[config.mk]
export PLATFORM = sky130hd
export DESIGN_NAME = reload_wakeup_timer
export DESIGN_NICKNAME = d
export VERILOG_FILES = /design/src/rtimer_pkg.sv /design/src/down_counter16.sv /design/src/reload_wakeup_timer.sv
export SDC_FILE = /design/constraint.sdc
export NUM_CORES = 1
export LEC_CHECK = 0
export ABC_AREA = 0
export BUFFER_PORTS_ARGS = -buffer_cell sky130_fd_sc_hd__buf_2
export CAP_MARGIN = 0
export CORE_MARGIN = 2
export CORE_UTILIZATION = 55
export DETAILED_ROUTE_END_ITERATION = 8
export GPL_TIMING_DRIVEN = 0
export PLACE_DENSITY = 0.78
export SETUP_SLACK_MARGIN = 0.1
export SYNTH_ARGS = -nofsm -noshare
export SYNTH_HDL_FRONTEND = slang
export SYNTH_SLANG_ARGS = --single-unit
[constraint.sdc]
create_clock -name CLK_I -period 2.8 [get_ports CLK_I]
set_clock_uncertainty 0.15 [all_clocks]
set_input_delay 0.56 -clock CLK_I [delete_from_list [all_inputs] [get_ports CLK_I]]
set_output_delay 0.56 -clock CLK_I [all_outputs]
set_load 0.02 [all_outputs]
[src/rtimer_pkg.sv]
// package: register map, field positions and timing constants of the timer unit
package rtimer_pkg;
  // register word indices (word aligned on the bus: byte address = 4 * index)
  localparam logic [7:0] IDX_T3_RELOAD_HIGH  = 8'h1f;
  localparam logic [7:0] IDX_T3_RELOAD_LOW   = 8'h20;
  localparam logic [7:0] IDX_T3_COUNT_HIGH   = 8'h21;
  localparam logic [7:0] IDX_T3_COUNT_LOW    = 8'h22;
  localparam logic [7:0] IDX_WAKEUP_CONTROL  = 8'h23;
  localparam logic [7:0] IDX_WAKEUP_RELOAD_H = 8'h24;
  localparam logic [7:0] IDX_WAKEUP_RELOAD_L = 8'h25;
  localparam logic [7:0] IDX_WAKEUP_COUNT_H  = 8'h26;
  localparam logic [7:0] IDX_WAKEUP_COUNT_L  = 8'h27;
  localparam logic [7:0] IDX_T3_CONTROL      = 8'h30;
  localparam logic [7:0] IDX_IRQ_STATUS      = 8'h31;
  localparam logic [7:0] IDX_IRQ_MASK        = 8'h32;
  // wake-up control fields
  localparam int WK_RUN_BIT     = 7;
  localparam int WK_QUAL_BIT    = 6;
  localparam int WK_TRIM_BIT    = 5;
  localparam int WK_DETECT_BIT  = 4;
  localparam int WK_RELOAD_BIT  = 3;
  localparam int WK_WAKE_BIT    = 2;
  localparam int WK_CLK_LSB     = 0;
  // third timer control fields (own layout)
  localparam int T3_START_BIT   = 0;
  localparam int T3_STOP_BIT    = 1;
  localparam int T3_RESTART_BIT = 2;
  localparam int T3_CLK_LSB     = 4;
  // interrupt status bits
  localparam int IRQ_T3_BIT     = 0;
  localparam int IRQ_WAKEUP_BIT = 1;
  localparam int IRQ_CARD_BIT   = 2;
  // reset values
  localparam logic [7:0]  RST_BYTE   = 8'h00;
  localparam logic [15:0] RST_WORD   = 16'h0000;
  // tick rates: 13.56 MHz system clock and 211.875 kHz = system / 64
  localparam int SYS_TICK_PER_212K = 64;
  // wake-up prescaler divisors
  localparam int WK_DIV_8  = 8;
  localparam int WK_DIV_16 = 16;
  localparam int WK_DIV_32 = 32;
  typedef enum logic [1:0] {
    WK_IDLE,
    WK_DETECT
  } wk_state_type;
  typedef enum logic [1:0] {
    T3CLK_SYS  = 2'b00,
    T3CLK_212K = 2'b01,
    T3CLK_T0   = 2'b10,
    T3CLK_T1   = 2'b11
  } t3clk_type;
endpackage

[src/down_counter16.sv]
// 16-bit down counter with reload on start and optional auto reload
`timescale 1ns/1ps
`default_nettype none
module down_counter16
  import rtimer_pkg::*;
#(
  parameter int WIDTH = 16
) (
  input  wire logic             clk_i,
  input  wire logic             rst_b_i,
  input  wire logic             start_i,
  input  wire logic             stop_i,
  input  wire logic             tick_i,
  input  wire logic             auto_reload_i,
  input  wire logic [WIDTH-1:0] reload_i,
  output logic      [WIDTH-1:0] count_o,
  output logic                  running_o,
  output logic                  underflow_o
);
  typedef struct packed {
    logic [WIDTH-1:0] count;
    logic             run;
    logic             uf;
  } cnt_state_type;
  cnt_state_type cur_r;
  cnt_state_type cur_nxt;

  always_comb begin
    cur_nxt    = cur_r;
    cur_nxt.uf = 1'b0;
    if (start_i) begin
      // reload on a start or on an auto-reload underflow, so byte writes wait for the next start or reload
      cur_nxt.count = reload_i;
      cur_nxt.run   = 1'b1;
    end else if (stop_i) begin
      cur_nxt.run = 1'b0;
    end else if (cur_r.run && tick_i) begin
      if (cur_r.count == '0) begin
        cur_nxt.uf = 1'b1;
        if (auto_reload_i) begin
          cur_nxt.count = reload_i;
        end else begin
          cur_nxt.run = 1'b0;
        end
      end else begin
        cur_nxt.count = cur_r.count - 1'b1;
      end
    end
  end

  always_ff @(posedge clk_i or negedge rst_b_i) begin
    if (!rst_b_i) begin
      cur_r <= '0;
    end else begin
      cur_r <= cur_nxt;
    end
  end

  assign count_o     = cur_r.count;
  assign running_o   = cur_r.run;
  assign underflow_o = cur_r.uf;
endmodule
`default_nettype wire

[src/reload_wakeup_timer.sv]
// timer unit: third timer reload/count and wake-up timer with AXI4-Lite registers
`timescale 1ns/1ps
`default_nettype none
module reload_wakeup_timer
  import rtimer_pkg::*;
#(
  parameter int ADDR_W = 8
) (
  input  wire logic              CLK_I,
  input  wire logic              RST_B_I,
  // ***********************************
  // AXI4-Lite slave
  // ***********************************
  input  wire logic [ADDR_W-1:0] S_AXI_AWADDR,
  input  wire logic              S_AXI_AWVALID,
  output logic                   S_AXI_AWREADY,
  input  wire logic [31:0]       S_AXI_WDATA,
  input  wire logic [3:0]        S_AXI_WSTRB,
  input  wire logic              S_AXI_WVALID,
  output logic                   S_AXI_WREADY,
  output logic [1:0]             S_AXI_BRESP,
  output logic                   S_AXI_BVALID,
  input  wire logic              S_AXI_BREADY,
  input  wire logic [ADDR_W-1:0] S_AXI_ARADDR,
  input  wire logic              S_AXI_ARVALID,
  output logic                   S_AXI_ARREADY,
  output logic [31:0]            S_AXI_RDATA,
  output logic [1:0]             S_AXI_RRESP,
  output logic                   S_AXI_RVALID,
  input  wire logic              S_AXI_RREADY,
  // ***********************************
  // surrounding logic
  // ***********************************
  input  wire logic              SYS_TICK_I,
  input  wire logic              OSC_TICK_I,
  input  wire logic              T0_UNDERFLOW_I,
  input  wire logic              T1_UNDERFLOW_I,
  input  wire logic              CARD_DETECT_DONE_I,
  input  wire logic              CARD_FOUND_I,
  output logic                   T3_UNDERFLOW_O,
  output logic                   WAKEUP_UNDERFLOW_O,
  output logic                   TRIM_START_O,
  output logic                   DETECT_START_O,
  output logic                   RF_FIELD_ON_O,
  output logic                   WAKE_O,
  output logic                   POWER_DOWN_O,
  output logic                   IRQ_O
);

  // ***********************************
  // state
  // ***********************************
  typedef struct packed {
    logic         awdone;
    logic [7:0]   awidx;
    logic         wdone;
    logic [31:0]  wdata;
    logic         wstb;
    logic         bvalid;
    logic [1:0]   bresp;
    logic         rvalid;
    logic [31:0]  rdata;
    logic [1:0]   rresp;
    logic [7:0]   t3_rel_h;
    logic [7:0]   t3_rel_l;
    logic [1:0]   t3_clk;
    logic         t3_restart;
    logic [7:0]   wk_ctrl;
    logic [7:0]   wk_rel_h;
    logic [7:0]   wk_rel_l;
    logic [5:0]   div212;
    logic [4:0]   osc_div;
    wk_state_type wk_st;
    logic [2:0]   irq_stat;
    logic [2:0]   irq_mask;
    logic         trim;
    logic         detect;
    logic         wake;
    logic         pdown;
  } top_state_type;
  top_state_type s_r;
  top_state_type s_nxt;

  logic [15:0] t3_count;
  logic        t3_run;
  logic        t3_uf;
  logic [15:0] wk_count;
  logic        wk_run;
  logic        wk_uf;
  logic        t3_tick;
  logic        wk_tick;
  logic        t3_start;
  logic        t3_stop;
  logic        wk_start;
  logic        wk_stop;
  logic        wr_go;
  logic        rd_go;

  function automatic logic [7:0] word_index(input logic [ADDR_W-1:0] a);
    word_index = 8'(a >> 2);
  endfunction

  // ***********************************
  // tick generation
  // ***********************************
  always_comb begin
    unique case (t3clk_type'(s_r.t3_clk))
      T3CLK_SYS:  t3_tick = SYS_TICK_I;
      T3CLK_212K: t3_tick = SYS_TICK_I && (s_r.div212 == 6'(SYS_TICK_PER_212K - 1));
      T3CLK_T0:   t3_tick = T0_UNDERFLOW_I;
      T3CLK_T1:   t3_tick = T1_UNDERFLOW_I;
    endcase
  end

  always_comb begin
    unique case (s_r.wk_ctrl[WK_CLK_LSB +: 2])
      2'b00:   wk_tick = OSC_TICK_I;
      2'b01:   wk_tick = OSC_TICK_I && (s_r.osc_div[2:0] == 3'(WK_DIV_8 - 1));
      2'b10:   wk_tick = OSC_TICK_I && (s_r.osc_div[3:0] == 4'(WK_DIV_16 - 1));
      2'b11:   wk_tick = OSC_TICK_I && (s_r.osc_div == 5'(WK_DIV_32 - 1));
    endcase
  end

  // ***********************************
  // counters
  // ***********************************
  assign wr_go = s_r.awdone && s_r.wdone && !s_r.bvalid;
  assign rd_go = S_AXI_ARVALID && !s_r.rvalid;

  assign t3_start = (wr_go && s_r.wstb && s_r.awidx == IDX_T3_CONTROL && s_r.wdata[T3_START_BIT])
                    || (s_r.wk_st == WK_DETECT && wk_uf == 1'b0 && s_r.detect);
  assign t3_stop  = wr_go && s_r.wstb && s_r.awidx == IDX_T3_CONTROL && s_r.wdata[T3_STOP_BIT];

  // start or stop only when the qualifier bit is written one
  assign wk_start = wr_go && s_r.wstb && s_r.awidx == IDX_WAKEUP_CONTROL
                    && s_r.wdata[WK_QUAL_BIT] && s_r.wdata[WK_RUN_BIT];
  assign wk_stop  = wr_go && s_r.wstb && s_r.awidx == IDX_WAKEUP_CONTROL
                    && s_r.wdata[WK_QUAL_BIT] && !s_r.wdata[WK_RUN_BIT];

  down_counter16 #(
    .WIDTH(16)
  ) u_t3 (
    .clk_i        (CLK_I),
    .rst_b_i      (RST_B_I),
    .start_i      (t3_start),
    .stop_i       (t3_stop),
    .tick_i       (t3_tick),
    .auto_reload_i(s_r.t3_restart),
    .reload_i     ({s_r.t3_rel_h, s_r.t3_rel_l}),
    .count_o      (t3_count),
    .running_o    (t3_run),
    .underflow_o  (t3_uf)
  );

  // detection keeps the timer reloading so no gap appears between checks
  down_counter16 #(
    .WIDTH(16)
  ) u_wk (
    .clk_i        (CLK_I),
    .rst_b_i      (RST_B_I),
    .start_i      (wk_start),
    .stop_i       (wk_stop),
    .tick_i       (wk_tick),
    .auto_reload_i(s_r.wk_ctrl[WK_RELOAD_BIT] || s_r.wk_ctrl[WK_DETECT_BIT]),
    .reload_i     ({s_r.wk_rel_h, s_r.wk_rel_l}),
    .count_o      (wk_count),
    .running_o    (wk_run),
    .underflow_o  (wk_uf)
  );

  // ***********************************
  // next state
  // ***********************************
  always_comb begin
    logic [7:0] rd_idx;
    logic [7:0] rd_byte;
    logic       rd_ok;
    logic [2:0] irq_set;
    rd_idx  = word_index(S_AXI_ARADDR);
    rd_byte = RST_BYTE;
    rd_ok   = 1'b1;
    irq_set = 3'b000;
    s_nxt   = s_r;
    s_nxt.trim   = 1'b0;
    s_nxt.detect = 1'b0;
    s_nxt.wake   = 1'b0;

    if (SYS_TICK_I) begin
      s_nxt.div212 = s_r.div212 + 6'h01;
    end
    if (OSC_TICK_I) begin
      s_nxt.osc_div = s_r.osc_div + 5'h01;
    end
    if (wk_start) begin
      s_nxt.osc_div = 5'h00;
    end

    // write channel capture, either order
    if (S_AXI_AWVALID && !s_r.awdone) begin
      s_nxt.awdone = 1'b1;
      s_nxt.awidx  = word_index(S_AXI_AWADDR);
    end
    if (S_AXI_WVALID && !s_r.wdone) begin
      s_nxt.wdone = 1'b1;
      s_nxt.wdata = S_AXI_WDATA;
      s_nxt.wstb  = S_AXI_WSTRB[0];
    end
    if (wr_go) begin
      s_nxt.awdone = 1'b0;
      s_nxt.wdone  = 1'b0;
      s_nxt.bvalid = 1'b1;
      s_nxt.bresp  = 2'b00;
      if (s_r.wstb) begin
        unique case (s_r.awidx)
          IDX_T3_RELOAD_HIGH:  s_nxt.t3_rel_h = s_r.wdata[7:0];
          IDX_T3_RELOAD_LOW:   s_nxt.t3_rel_l = s_r.wdata[7:0];
          IDX_WAKEUP_CONTROL:  s_nxt.wk_ctrl  = {1'b0, 1'b0, s_r.wdata[5:0]};
          IDX_WAKEUP_RELOAD_H: s_nxt.wk_rel_h = s_r.wdata[7:0];
          IDX_WAKEUP_RELOAD_L: s_nxt.wk_rel_l = s_r.wdata[7:0];
          IDX_T3_CONTROL: begin
            s_nxt.t3_restart = s_r.wdata[T3_RESTART_BIT];
            s_nxt.t3_clk     = s_r.wdata[T3_CLK_LSB +: 2];
          end
          IDX_IRQ_MASK:        s_nxt.irq_mask = s_r.wdata[2:0];
          IDX_IRQ_STATUS:      s_nxt.irq_stat = s_r.irq_stat & ~s_r.wdata[2:0];
          IDX_T3_COUNT_HIGH, IDX_T3_COUNT_LOW, IDX_WAKEUP_COUNT_H, IDX_WAKEUP_COUNT_L: ;
          default:             s_nxt.bresp = 2'b10;
        endcase
      end
    end
    if (s_r.bvalid && S_AXI_BREADY) begin
      s_nxt.bvalid = 1'b0;
    end

    // read channel
    unique case (rd_idx)
      IDX_T3_RELOAD_HIGH:  rd_byte = s_r.t3_rel_h;
      IDX_T3_RELOAD_LOW:   rd_byte = s_r.t3_rel_l;
      IDX_T3_COUNT_HIGH:   rd_byte = t3_count[15:8];
      IDX_T3_COUNT_LOW:    rd_byte = t3_count[7:0];
      IDX_WAKEUP_CONTROL:  rd_byte = {wk_run, 1'b0, s_r.wk_ctrl[5:0]};
      IDX_WAKEUP_RELOAD_H: rd_byte = s_r.wk_rel_h;
      IDX_WAKEUP_RELOAD_L: rd_byte = s_r.wk_rel_l;
      IDX_WAKEUP_COUNT_H:  rd_byte = wk_count[15:8];
      IDX_WAKEUP_COUNT_L:  rd_byte = wk_count[7:0];
      IDX_T3_CONTROL:      rd_byte = {2'b00, s_r.t3_clk, t3_run, s_r.t3_restart, 2'b00};
      IDX_IRQ_STATUS:      rd_byte = {5'h00, s_r.irq_stat};
      IDX_IRQ_MASK:        rd_byte = {5'h00, s_r.irq_mask};
      default:             rd_ok   = 1'b0;
    endcase
    if (rd_go) begin
      s_nxt.rvalid = 1'b1;
      s_nxt.rdata  = {24'h000000, rd_byte};
      s_nxt.rresp  = rd_ok ? 2'b00 : 2'b10;
    end
    if (s_r.rvalid && S_AXI_RREADY) begin
      s_nxt.rvalid = 1'b0;
    end

    // ***********************************
    // wake-up actions
    // ***********************************
    if (wk_uf) begin
      irq_set[IRQ_WAKEUP_BIT] = 1'b1;
      s_nxt.trim  = s_r.wk_ctrl[WK_TRIM_BIT];
      s_nxt.wake  = s_r.wk_ctrl[WK_WAKE_BIT];
      if (s_r.wk_ctrl[WK_WAKE_BIT]) begin
        s_nxt.pdown = 1'b0;
      end
      if (s_r.wk_ctrl[WK_DETECT_BIT]) begin
        s_nxt.detect = 1'b1;
        s_nxt.wk_st  = WK_DETECT;
      end
    end
    if (t3_uf) begin
      irq_set[IRQ_T3_BIT] = 1'b1;
    end
    unique case (s_r.wk_st)
      WK_IDLE: ;
      WK_DETECT: begin
        if (CARD_DETECT_DONE_I) begin
          s_nxt.wk_st = WK_IDLE;
          if (CARD_FOUND_I) begin
            irq_set[IRQ_CARD_BIT] = 1'b1;
          end else if (s_r.wk_ctrl[WK_WAKE_BIT]) begin
            s_nxt.pdown = 1'b1;
          end
        end
      end
      default: s_nxt.wk_st = WK_IDLE;
    endcase
    // hardware set wins over a same-cycle write-one clear
    s_nxt.irq_stat = s_nxt.irq_stat | irq_set;
  end

  always_ff @(posedge CLK_I or negedge RST_B_I) begin
    if (!RST_B_I) begin
      s_r       <= '0;
      s_r.wk_st <= WK_IDLE;
    end else begin
      s_r <= s_nxt;
    end
  end

  // ***********************************
  // outputs
  // ***********************************
  assign S_AXI_AWREADY      = !s_r.awdone;
  assign S_AXI_WREADY       = !s_r.wdone;
  assign S_AXI_BVALID       = s_r.bvalid;
  assign S_AXI_BRESP        = s_r.bresp;
  assign S_AXI_ARREADY      = !s_r.rvalid;
  assign S_AXI_RVALID       = s_r.rvalid;
  assign S_AXI_RDATA        = s_r.rdata;
  assign S_AXI_RRESP        = s_r.rresp;
  assign T3_UNDERFLOW_O     = t3_uf;
  assign WAKEUP_UNDERFLOW_O = wk_uf;
  assign TRIM_START_O       = s_r.trim;
  assign DETECT_START_O     = s_r.detect;
  // field stays on while timer three runs inside a presence check
  assign RF_FIELD_ON_O      = (s_r.wk_st == WK_DETECT) && t3_run;
  assign WAKE_O             = s_r.wake;
  assign POWER_DOWN_O       = s_r.pdown;
  assign IRQ_O              = |(s_r.irq_stat & s_r.irq_mask);
endmodule
`default_nettype wire

; ---- Yosys cells after proc, flatten, opt, wreduce, memory -nomap -nowiden
; Cells that the tools add are included.
[totals]
ff_bits = 155
latch_bits = 0
ram_bits = 0
romBits = 0
output_inout_bits = 49
n_memories = 0
[op_classes]
n_addsub = 4
multipliers = 0
n_div = 0
order_cmp = 0
eq_ne = 41
shifts = 0
n_mux = 57
bitwise_logic = 5
reduce_logical = 61
[ops]
columns = cell, count
row1 = $eq 6x6->1 const B, 23
row2 = $mux 16, 6
row3 = $pmux 8 s12, 1
row4 = $mux 18, 2
row5 = $mux 35, 1
row6 = $mux 17, 2
row7 = $mux 34, 1
row8 = $reduce_and 3->1, 11
row9 = $logic_not 16->1, 2
row10 = $sub 16x1->16 const B, 2
row11 = $logic_and 1x1->1, 24
row12 = $mux 1, 24
row13 = $reduce_or 12->1, 2
row14 = $mux 2, 8
row15 = $reduce_bool 2->1, 7
row16 = $eq 6x5->1 const B, 2
row17 = $mux 6, 2
row18 = $reduce_bool 3->1, 4
row19 = $mux 5, 2
row20 = $mux 3, 3
row21 = $mux 9, 1
row22 = $ne 3x1->1 const B, 3
row23 = $eq 2x2->1 const B, 4
row24 = $pmux 1 s4, 2
row25 = 19 further kinds, 29

; ---- Longest topological paths before layout
; Gate-level depths: netlist of the first run.
[depth]
word_depth = 8
ltp_mapped = 10
mapped_depth_nobuf = 9

; ---- By module
; Synthesis of the first run repeated with hierarchy kept, for this count alone.
[unflattened]
hier_cells = 674
area_unflattened_um2 = 7220.7
[by_module_without_submodules]
columns = module, n_inst, cells_each, area_per_inst_um2
row1 = reload_wakeup_timer, 1, 384, 4775.8
row2 = down_counter16, 2, 145, 1222.4

; ---- Worst setup path after synthesis of the first run
; Ideal clock, no wire load.
[synth_timing]
kind = reg2reg
from = reg u_t3.cur_r (netlist bit u_t3.count_o[0])
to = reg u_t3.cur_r (netlist bit u_t3.count_o[0])
setup_ns = 0.121
t_arrival_ns = 2.174
setup_slack_ns = 0.355
path_stages_with_launch = 9
n_path_buf = 1
path_cell_list = dfrtp_1 -> inv_1 -> ha_1 -> or4b_2 -> nor4_4 -> and2_1 -> o21ai_2 -> buf_6 -> a22o_1
[synth_via]
elab_chain_len = 5
[synth_rtl]
columns = item, line_no
row1 = "start, declared", down_counter16.sv:25  ; cnt_state_type cur_r;
row2 = "start signal, assigned", down_counter16.sv:55  ; cur_r <= cur_nxt;
row3 = $sub 16x1->16 / $logic_not 16->1 (equally long branches), "down_counter16.sv:46, down_counter16.sv:38"
row4 = $mux 16, down_counter16.sv:38  ; if (cur_r.count == '0) begin
row5 = $mux 18, down_counter16.sv:37  ; end else if (cur_r.run && tick_i) begin
row6 = $mux 16, down_counter16.sv:35  ; end else if (stop_i) begin
row7 = $mux 17, down_counter16.sv:31  ; if (start_i) begin
; Parallel ways exist; a longest one is shown, timed or not. The select of a mux whose other input is x is not followed.
; A chain may end at the register's enable or synchronous reset.

; ---- Worst setup path in the final report of the first run
[layout_timing]
from = reg u_t3.cur_r (netlist bit u_t3.count_o[3])
to = reg u_t3.cur_r (netlist bit u_t3.count_o[10])
; The elaborated chain is that of the path after synthesis.

==> out/results.ini, run 1 <==
[global_routing]
grt_max_degree = 105
grt_pass1_vias = 5751
busiest_layer = met2
grt-ovfl-total = 0
antenna_found_initial = 0
grt_pass1_wl_mm = 31.12
use_met1 = 0.4218
met2_usage = 0.4818
grtUsageTotal = 0.3058
gr-usage-met3 = 0.05864

[power_and_ir_drop]
clkPwrFrac = 0.261
internal_power_mw = 5.035
ir_worst_vdd_mv = 0.6617
switchingPower_mw = 3.297
swShare = 0.3957
comb_power_share = 0.335
power.density_nw_per_um2 = 997.3
seq_power_share = 0.404
leakagePower_nw = 3.954
power.total_mw = 8.332

[setup_path]
crit_start = u_t3.count_o[3]
cp-end-kind = register
slowest_stage = or4_4
r2r_start = u_t3.count_o[3]
crit_path_start_kind = register
cpPeakStageDelay_ns = 0.56
worstPathArrival_ns = 2.77
rrSetupSlack_ns = 0.20
cp_max_fo = 9
path_buf_inv = 2
cp-endpoint = u_t3.count_o[10]
reg2regPathDepth = 8
cp.required_ns = 2.96
path_cells = buf_2, or4_4, or2_1, clkbuf_2, or4_1, mux2i_1, nand3_1, o311ai_0
path_depth = 8
crit_type = reg -> reg
path_delay_family = simple AND/OR/NAND/NOR gates
r2r_end = u_t3.count_o[10]

[sta]
hold_violations = 0
drv_slew = 0
min_period_ns = 2.602
fin_tns_setup_ns = 0
maxSlewHeadroom = 0.2419
post-route-period-util = 0.9293
fmax_ghz = 0.3843
worstMarginPinSlew_ns = 1.128
rsz0062_at_grt = false
setup_violations = 0

[route]
vias_per_cell = 6.102
routed_wl_mm = 19.58
dr.pass1.iters = 5
drt_iter0_drc = 614
ant_nets = 0
post-route-drc-count = 0
wl_per_cell_um = 19.78
vias = 6041

[clock_tree]
cts_sinks = 129
path_clk_slew_ns = 0.06
cts_tree = done
root_buffer = clkbuf_16
htreeDepth = 4
cts_made_buffers = 17
cts_buffer_depth = 2
clk_latency_ns = 0.42

[synth]
ys.warnings.count = 0
netlist.area_leader.share = 0.4660
synth_ff_type = dfrtp_1
ys_seq_area_frac = 0.4660
avgSynthCellArea_um2 = 9.983
synth_area_leader_cell = dfrtp_1
synth_area_um2 = 6928
synth_area_leaders = dfrtp_1 47%, mux2_2 8.5%, buf_4 4.0%
yosys_register_bits = 129
yosysUniqueCellTypes = 71
synth_edf_count = 0
synthArstFlopShare = 1.000
syn-instance-count = 694

[final_layout]
nNetsFinal = 882
stdcell_area_um2 = 8354
fill_cells = 981
syn_to_final_growth_pct = 20.59
drive_gt1_frac = 0.2847
antenna_cells = 0

[place]
place_area_um2 = 7545
place.gp.congestion = 0.9355
dpl.hpwl_mm = 13.75
portBuffers = 55

[floorplan]
die_x_um = 116.2
placementRows = 40
io_pins = 114
core_um2 = 12160
start_util = 0.5697
die_area_um2 = 13510
die_h_um = 116.2

[worst_hold_path]
hp-start = S_AXI_BREADY
hold_class = in -> reg

[status]
outcome = finished clean

[job]
drv_cap = 0

==> final cells by class <==
cell class | count | area (µm²) | share of cell area
clock buffer | 17 | 425.4 | 0.05092
sequential | 129 | 3229 | 0.3866
tap | 168 | 210.2 | 0.02516
inverter | 24 | 90.09 | 0.01078
timing repair buffer | 70 | 424.2 | 0.05077
clock inverter | 15 | 160.2 | 0.01917
buffer | 66 | 435.4 | 0.05212
multi-input combinational | 501 | 3379 | 0.4045
==> logic make-up after synthesis <==
kind of cell / after synthesis / synth area share
AND/OR/NAND/NOR: 217 / 0.1692
AO/OA/AOI/OAI: 181 / 0.1694
flip-flops: 129 / 0.4660
other: 1 / 0.0005413
XOR/XNOR: 8 / 0.01011
buffers and inverters: 90 / 0.07423
adder cells (fa/ha/maj): 8 / 0.01445
multiplexers: 60 / 0.09608
==> sequential cells by signal (all words and copies together) (netlist names), 8 cells and up <==
| name | cells |
|---|---|
| u_t3.count_o | 16 |
| u_wk.count_o | 16 |
| S_AXI_RDATA | 8 |
| s_r | 77 |
==> layout by cell type (no fill, tap or decap), types with 8 or more instances in the layout <==
master,Yosys,final
nor2_1,39,39
and3_1,9,9
nor3_1,17,12
nand2_1,56,55
nand4_1,9,9
a22oi_1,31,31
mux2i_1,8,8
a22o_1,8,8
clkbuf_1,17,12
a21oi_1,42,42
nor4_1,10,8
ha_1,8,8
o21ai_0,46,46
nand3_1,22,22
mux2_2,52,52
conb_1,1,27
buf_4,37,49
clkbuf_16,0,17
buf_2,6,58
inv_1,24,24
dfrtp_1,129,128
nand2b_1,10,9
==> repair_timing <==
action / 4_1_cts / 5_1_grt
pin swaps: 3 / 4
endpoints found under the setup margin: 29 / 53
cloned: 1 / 0
hold buffers: 1 / 0
setup buffers: 7 / 5
hold endpoints to repair: 25 / 0
gates resized for setup: 11 / 20
==> per-layer routing <==
layer | share of wire | wire length, µm
met2 | 0.46 | 9003
met4 | 0.031 | 608
met5 | 0 | 0
met3 | 0.089 | 1744
met1 | 0.42 | 8224
==> power groups by stage <==
stage / logic (mW) / registers [mW] / clock network, mW
6_report: 2.79 / 3.37 / 2.17
3_5_place_dp: 2.55 / 3.34 / 0
2_1_floorplan: 1.94 / 3.01 / 0
4_1_cts: 2.66 / 3.33 / 2.20
3_3_place_gp: 2.44 / 3.31 / 0
5_1_grt: 3.07 / 3.43 / 2.28
==> Yosys cell counts, drive strengths merged (2+ instances only) <==
cell	number
nand4b	4
nand2	56
nand3	24
nor2b	4
nor4	14
a22oi	31
a41o	2
xnor2	5
a41oi	5
nor2	40
or2	4
nand4	9
a22o	8
or2b	4
mux2i	8
buf	49
or4	4
dfrtp	129
ha	8
o21bai	2
nand3b	3
a31oi	3
inv	24
a221oi	4
o22a	2
nand2b	10
nor3	17
xor2	3
o211ai	5
nor4b	2
mux2	52
or3	2
and2	5
a21oi	42
a21o	6
a222oi	2
clkbuf	17
o21a	2
and3	9
o21ai	54
==> worst min path at each step <==
stage / cells past startpoint / end / slack [ns]
CTS: 2 / S_AXI_BVALID / 0.15
global route: 2 / S_AXI_RVALID / 0.18
finish: 2 / S_AXI_BVALID / 0.16
floorplan: 0 / DETECT_START_O / 0.11
detailed placement: 1 / s_r[10] / 0.28
global placement: 1 / s_r[10] / 0.27
==> metrics by stage <==
stage	utilization	hold WS, ns	worst slack, ns	cells
CTS	0.6789	0.1507	0.1025	985
global route	0.6869	0.1848	0.1093	990
finish	0.6869	0.1626	0.1980	990
global placement	0.6176	0.2668	-0.6327	943
detailed placement	0.6204	0.2775	-0.3361	944
floorplan	-	0.1144	0.3552	720
Power figures use the tool's default switching activity.
==> inputs of run 2 (changes only) <==
Settings changed: CORE_UTILIZATION 55 to 47, CTS_BUF_LIST set to sky130_fd_sc_hd__clkbuf_8, PLACE_DENSITY 0.78 to 0.68.
==> out/results.ini, run 2 (synthesized netlist as in run 1, its figures left out) <==
[status]
outcome = finished clean

[global_routing]
met2_usage = 0.3948
busiest_layer = met2
grtUsageTotal = 0.2554
gr-usage-met3 = 0.05648
use_met1 = 0.3624
grt-ovfl-total = 0
grt_pass1_vias = 5713
antenna_found_initial = 0
grt_max_degree = 73
grt_pass1_wl_mm = 31.40

[setup_path]
slowest_stage = or4_4
cp.required_ns = 3.01
path_delay_family = simple AND/OR/NAND/NOR gates
worstPathArrival_ns = 2.79
cpPeakStageDelay_ns = 0.60
crit_path_frequent_cell = or4_4
path_cells = or4_4, or2_1, clkbuf_2, or4_4, mux2i_2, nand3_1, o311ai_1
cp-end-kind = register
crit_path_start_kind = register
path_buf_inv = 1
cp_max_fo = 7
crit_type = reg -> reg

[final_layout]
nNetsFinal = 885
stdcell_area_um2 = 8230
max_flop_register = s_r
syn_to_final_growth_pct = 18.80
drive_gt1_frac = 0.2921
layout_common_cells = 127 x dfrtp_1, 59 x buf_2, 56 x nand2_1
fill_cells = 1286
largest_reg_flops = 77
final_common_cell = dfrtp_1
antenna_cells = 0

[sta]
fmax_ghz = 0.3877
hold_violations = 0
drv_slew = 0
post-route-period-util = 0.9212
min_period_ns = 2.579
maxSlewHeadroom = 0.2800
rsz0062_at_grt = false
fin_tns_setup_ns = 0
worstMarginPinSlew_ns = 1.072
setup_violations = 0

[power_and_ir_drop]
leakagePower_nw = 3.867
power.density_nw_per_um2 = 942.1
ir_worst_vdd_mv = 0.6696
power.total_mw = 7.754

[floorplan]
die_h_um = 125.4
start_util = 0.4785
io_pins = 114
placementRows = 44
die_x_um = 125.4
die_area_um2 = 15730
core_um2 = 14480

[place]
portBuffers = 55
dpl.hpwl_mm = 14.17
place.gp.congestion = 0.9185
place_area_um2 = 7565

[route]
post-route-drc-count = 0
ant_nets = 0
dr.pass1.iters = 7
drt_iter0_drc = 534
vias_per_cell = 5.876
vias = 5929
routed_wl_mm = 19.51
wl_per_cell_um = 19.33

[clock_tree]
cts_buffer_depth = 2
cts_tree = done
cts_sinks = 129
htreeDepth = 4
path_clk_slew_ns = 0.09
cts_made_buffers = 17
clk_latency_ns = 0.46
root_buffer = clkbuf_8

[worst_hold_path]
hold_class = in -> reg

[job]
drv_cap = 0

## run 2: cell types whose count changed in the layout (fill, tap and decap cells not counted), sizes merged
cell | previous run | this run
clkinvlp | 2 | 5
clkbuf | 35 | 34
inv | 27 | 30
clkinv | 8 | 2
buf | 117 | 121
## run 2: worst paths after layout
check,slack [ns],from,cells after the start,to
max in group asynchronous,1.24,RST_B_I,3,u_t3.count_o[7]
worst min-delay path,0.14,S_AXI_BREADY,2,S_AXI_BVALID
min in group asynchronous,0.50,RST_B_I,2,s_r[12]
worst max-delay path,0.22,u_t3.count_o[4],7,u_t3.count_o[10]
worst min register to register,0.29,s_r[11],1,s_r[10]
worst max register to register,0.22,u_t3.count_o[4],7,u_t3.count_o[10]
## run 2: where the power goes
part / internal (mW) / leakage, nW / total (mW) / switching, mW
clock network: 0.814 / 0.190 / 1.65 / 0.838
logic: 1.18 / 2.01 / 2.76 / 1.57
registers: 2.53 / 1.67 / 3.35 / 0.816
## run 2: final cells by class
cell class | instances | area, µm² | area share
plain buffers | 66 | 435.4 | 0.05290
clock buffers | 17 | 234.0 | 0.02843
clock inverters | 15 | 172.7 | 0.02098
inverters | 24 | 90.09 | 0.01095
multi-input cells | 501 | 3401 | 0.4132
flip-flops and latches | 129 | 3231 | 0.3925
well taps | 184 | 230.2 | 0.02797
repair buffers | 73 | 436.7 | 0.05306
## run 2: metrics by stage
| stage | hold slack [ns] | utilization | setup slack (ns) | cells |
|---|---|---|---|---|
| final | 0.1425 | 0.5684 | 0.2207 | 1009 |
| after global routing | 0.1293 | 0.5684 | 0.02136 | 1009 |
| after CTS | 0.1206 | 0.5573 | 0.1046 | 998 |
| after detailed placement | 0.2820 | 0.5225 | -0.4236 | 960 |
| after global placement | 0.2675 | 0.5201 | -0.7352 | 959 |
| after floorplan | 0.1144 | - | 0.3552 | 720 |
## run 2: timing repair
action,in CTS,in global routing
hold endpoints to repair,57,0
hold buffers,1,0
pin swaps,3,5
buffers inserted,5,10
gates cloned,0,1
resized for setup,9,29
endpoints found under the setup margin,29,46
## run 2: metal layers
layer  routed length, µm  share of wire
met5                   0              0
met4                 385          0.020
met3                1388          0.071
met2                9124           0.47
met1                8608           0.44
==> inputs of run 3 (changes only) <==
Settings changed: PLACE_DENSITY 0.68 to 0.7, RECOVER_POWER set to 100.
==> out/results.ini, run 3 (synthesized netlist as in run 1, its figures left out) <==
[status]
outcome = finished clean

[place]
place.gp.congestion = 0.9082
portBuffers = 55
dpl.hpwl_mm = 13.88

[route]
wl_per_cell_um = 18.93
dr.pass1.iters = 5
post-route-drc-count = 0
vias_per_cell = 5.882
ant_nets = 0
routed_wl_mm = 19.04
vias = 5917
drt_iter0_drc = 596

[sta]
rsz0062_at_grt = true
min_period_ns = 2.742
worstMarginPinSlew_ns = 1.219
maxSlewHeadroom = 0.1810
fin_tns_setup_ns = 0
fmax_ghz = 0.3647
setup_violations = 0
post-route-period-util = 0.9794
hold_violations = 0
drv_slew = 0

[floorplan]
core_um2 = 14480
die_h_um = 125.4
start_util = 0.4785
die_area_um2 = 15730
placementRows = 44
die_x_um = 125.4
io_pins = 114

[power_and_ir_drop]
ir_worst_vdd_mv = 0.6029
leakagePower_nw = 3.761
power.total_mw = 7.753
power.density_nw_per_um2 = 952.6

[setup_path]
worstPathArrival_ns = 2.96
cp-end-kind = register
rrSetupSlack_ns = 0.12
cp_max_fo = 8
crit_path_start_kind = primary input
crit_type = in -> reg
cp.required_ns = 3.01

[final_layout]
final_common_cell = dfrtp_1
largest_reg_flops = 77
drive_gt1_frac = 0.2506
antenna_cells = 0
layout_common_cells = 128 x dfrtp_1, 56 x nand2_1, 52 x mux2_2
nNetsFinal = 882
syn_to_final_growth_pct = 17.48
max_flop_register = s_r

[global_routing]
antenna_found_initial = 0
grtUsageTotal = 0.2458
grt_pass1_wl_mm = 29.97
grt_pass1_vias = 5505
grt-ovfl-total = 0
grt_max_degree = 69

[clock_tree]
root_buffer = clkbuf_8
cts_sinks = 129
htreeDepth = 4
cts_made_buffers = 17
path_clk_slew_ns = 0.08
cts_buffer_depth = 2
clk_latency_ns = 0.46
cts_tree = done

[worst_hold_path]
hold_class = in -> reg

[job]
drv_cap = 0

run 3: changes by cell type in the layout (fill, tap and decap cells not counted), sizes merged:
cell	previous run	this run
buf	121	88
clkbuf	34	65
clkinvlp	5	4
clkinv	2	3
bufinv	2	3
inv	30	28
run 3: final timing paths:
| kind | from | end | depth (start not counted) |
|---|---|---|---|
| setup / recovery | S_AXI_ARADDR[6] | S_AXI_RDATA[3] | 6 |
| hold / removal | S_AXI_RREADY | S_AXI_RVALID | 2 |
| setup reg to reg | u_t3.count_o[7] | u_t3.count_o[7] | 9 |
| hold reg to reg | s_r[11] | s_r[10] | 1 |
| max in group asynchronous | RST_B_I | u_t3.count_o[0] | 3 |
| min in group asynchronous | RST_B_I | u_wk.count_o[4] | 2 |
run 3: worst max-delay path, cell delays in order:
cell and delay, ns:
clkbuf_1 0.14, or3b_2 0.55, nor3_1 0.99, a22oi_1 0.26
and3_1 0.26, a41oi_1 0.19
run 3: timing repair:
action	in CTS	in global routing
hold buffers	1	0
setup buffers	4	8
setup endpoints to repair	29	41
endpoints found under the hold margin	67	0
gates resized for setup	10	24
gates cloned	0	1
pin swaps	2	3
run 3: power breakdown:
group,internal (mW),total (mW),switching [mW]
Combinational,1.15,2.70,1.55
Sequential,2.53,3.34,0.813
Clock,0.914,1.71,0.797
Total,4.59,7.75,3.16
run 3: per-stage QoR:
step	instance area, µm²	utilization	setup slack [ns]	hold WS [ns]	std cells
after floorplan	7025	-	0.3552	0.1144	720
after global placement	7531	0.5201	-0.6720	0.2664	959
after detailed placement	7565	0.5225	-0.2982	0.2771	960
after CTS	8082	0.5582	0.1569	0.1120	997
after global routing	8139	0.5621	0.03367	0.1261	1006
final	8139	0.5621	0.05781	0.1262	1006
run 3: layer usage:
metal | vias to the layer above | global-route usage | share of wire
met2 | 257 | 0.3760 | 0.47
met1 | 2910 | 0.3487 | 0.43
met3 | 32 | 0.05049 | 0.077
met5 | - | 0 | 0
met4 | 0 | 0.08824 | 0.022
li1 | 2718 | - | -
run 3: final cells by class:
cell class                 instances  area (µm²)
timing repair buffer              70       357.8
sequential                       129        3229
clock buffer                      18       247.7
buffer                            66       435.4
inverter                          24       90.09
clock inverter                    14       177.7
tap                              184       230.2
multi-input combinational        501        3371
fill                            1315        6340
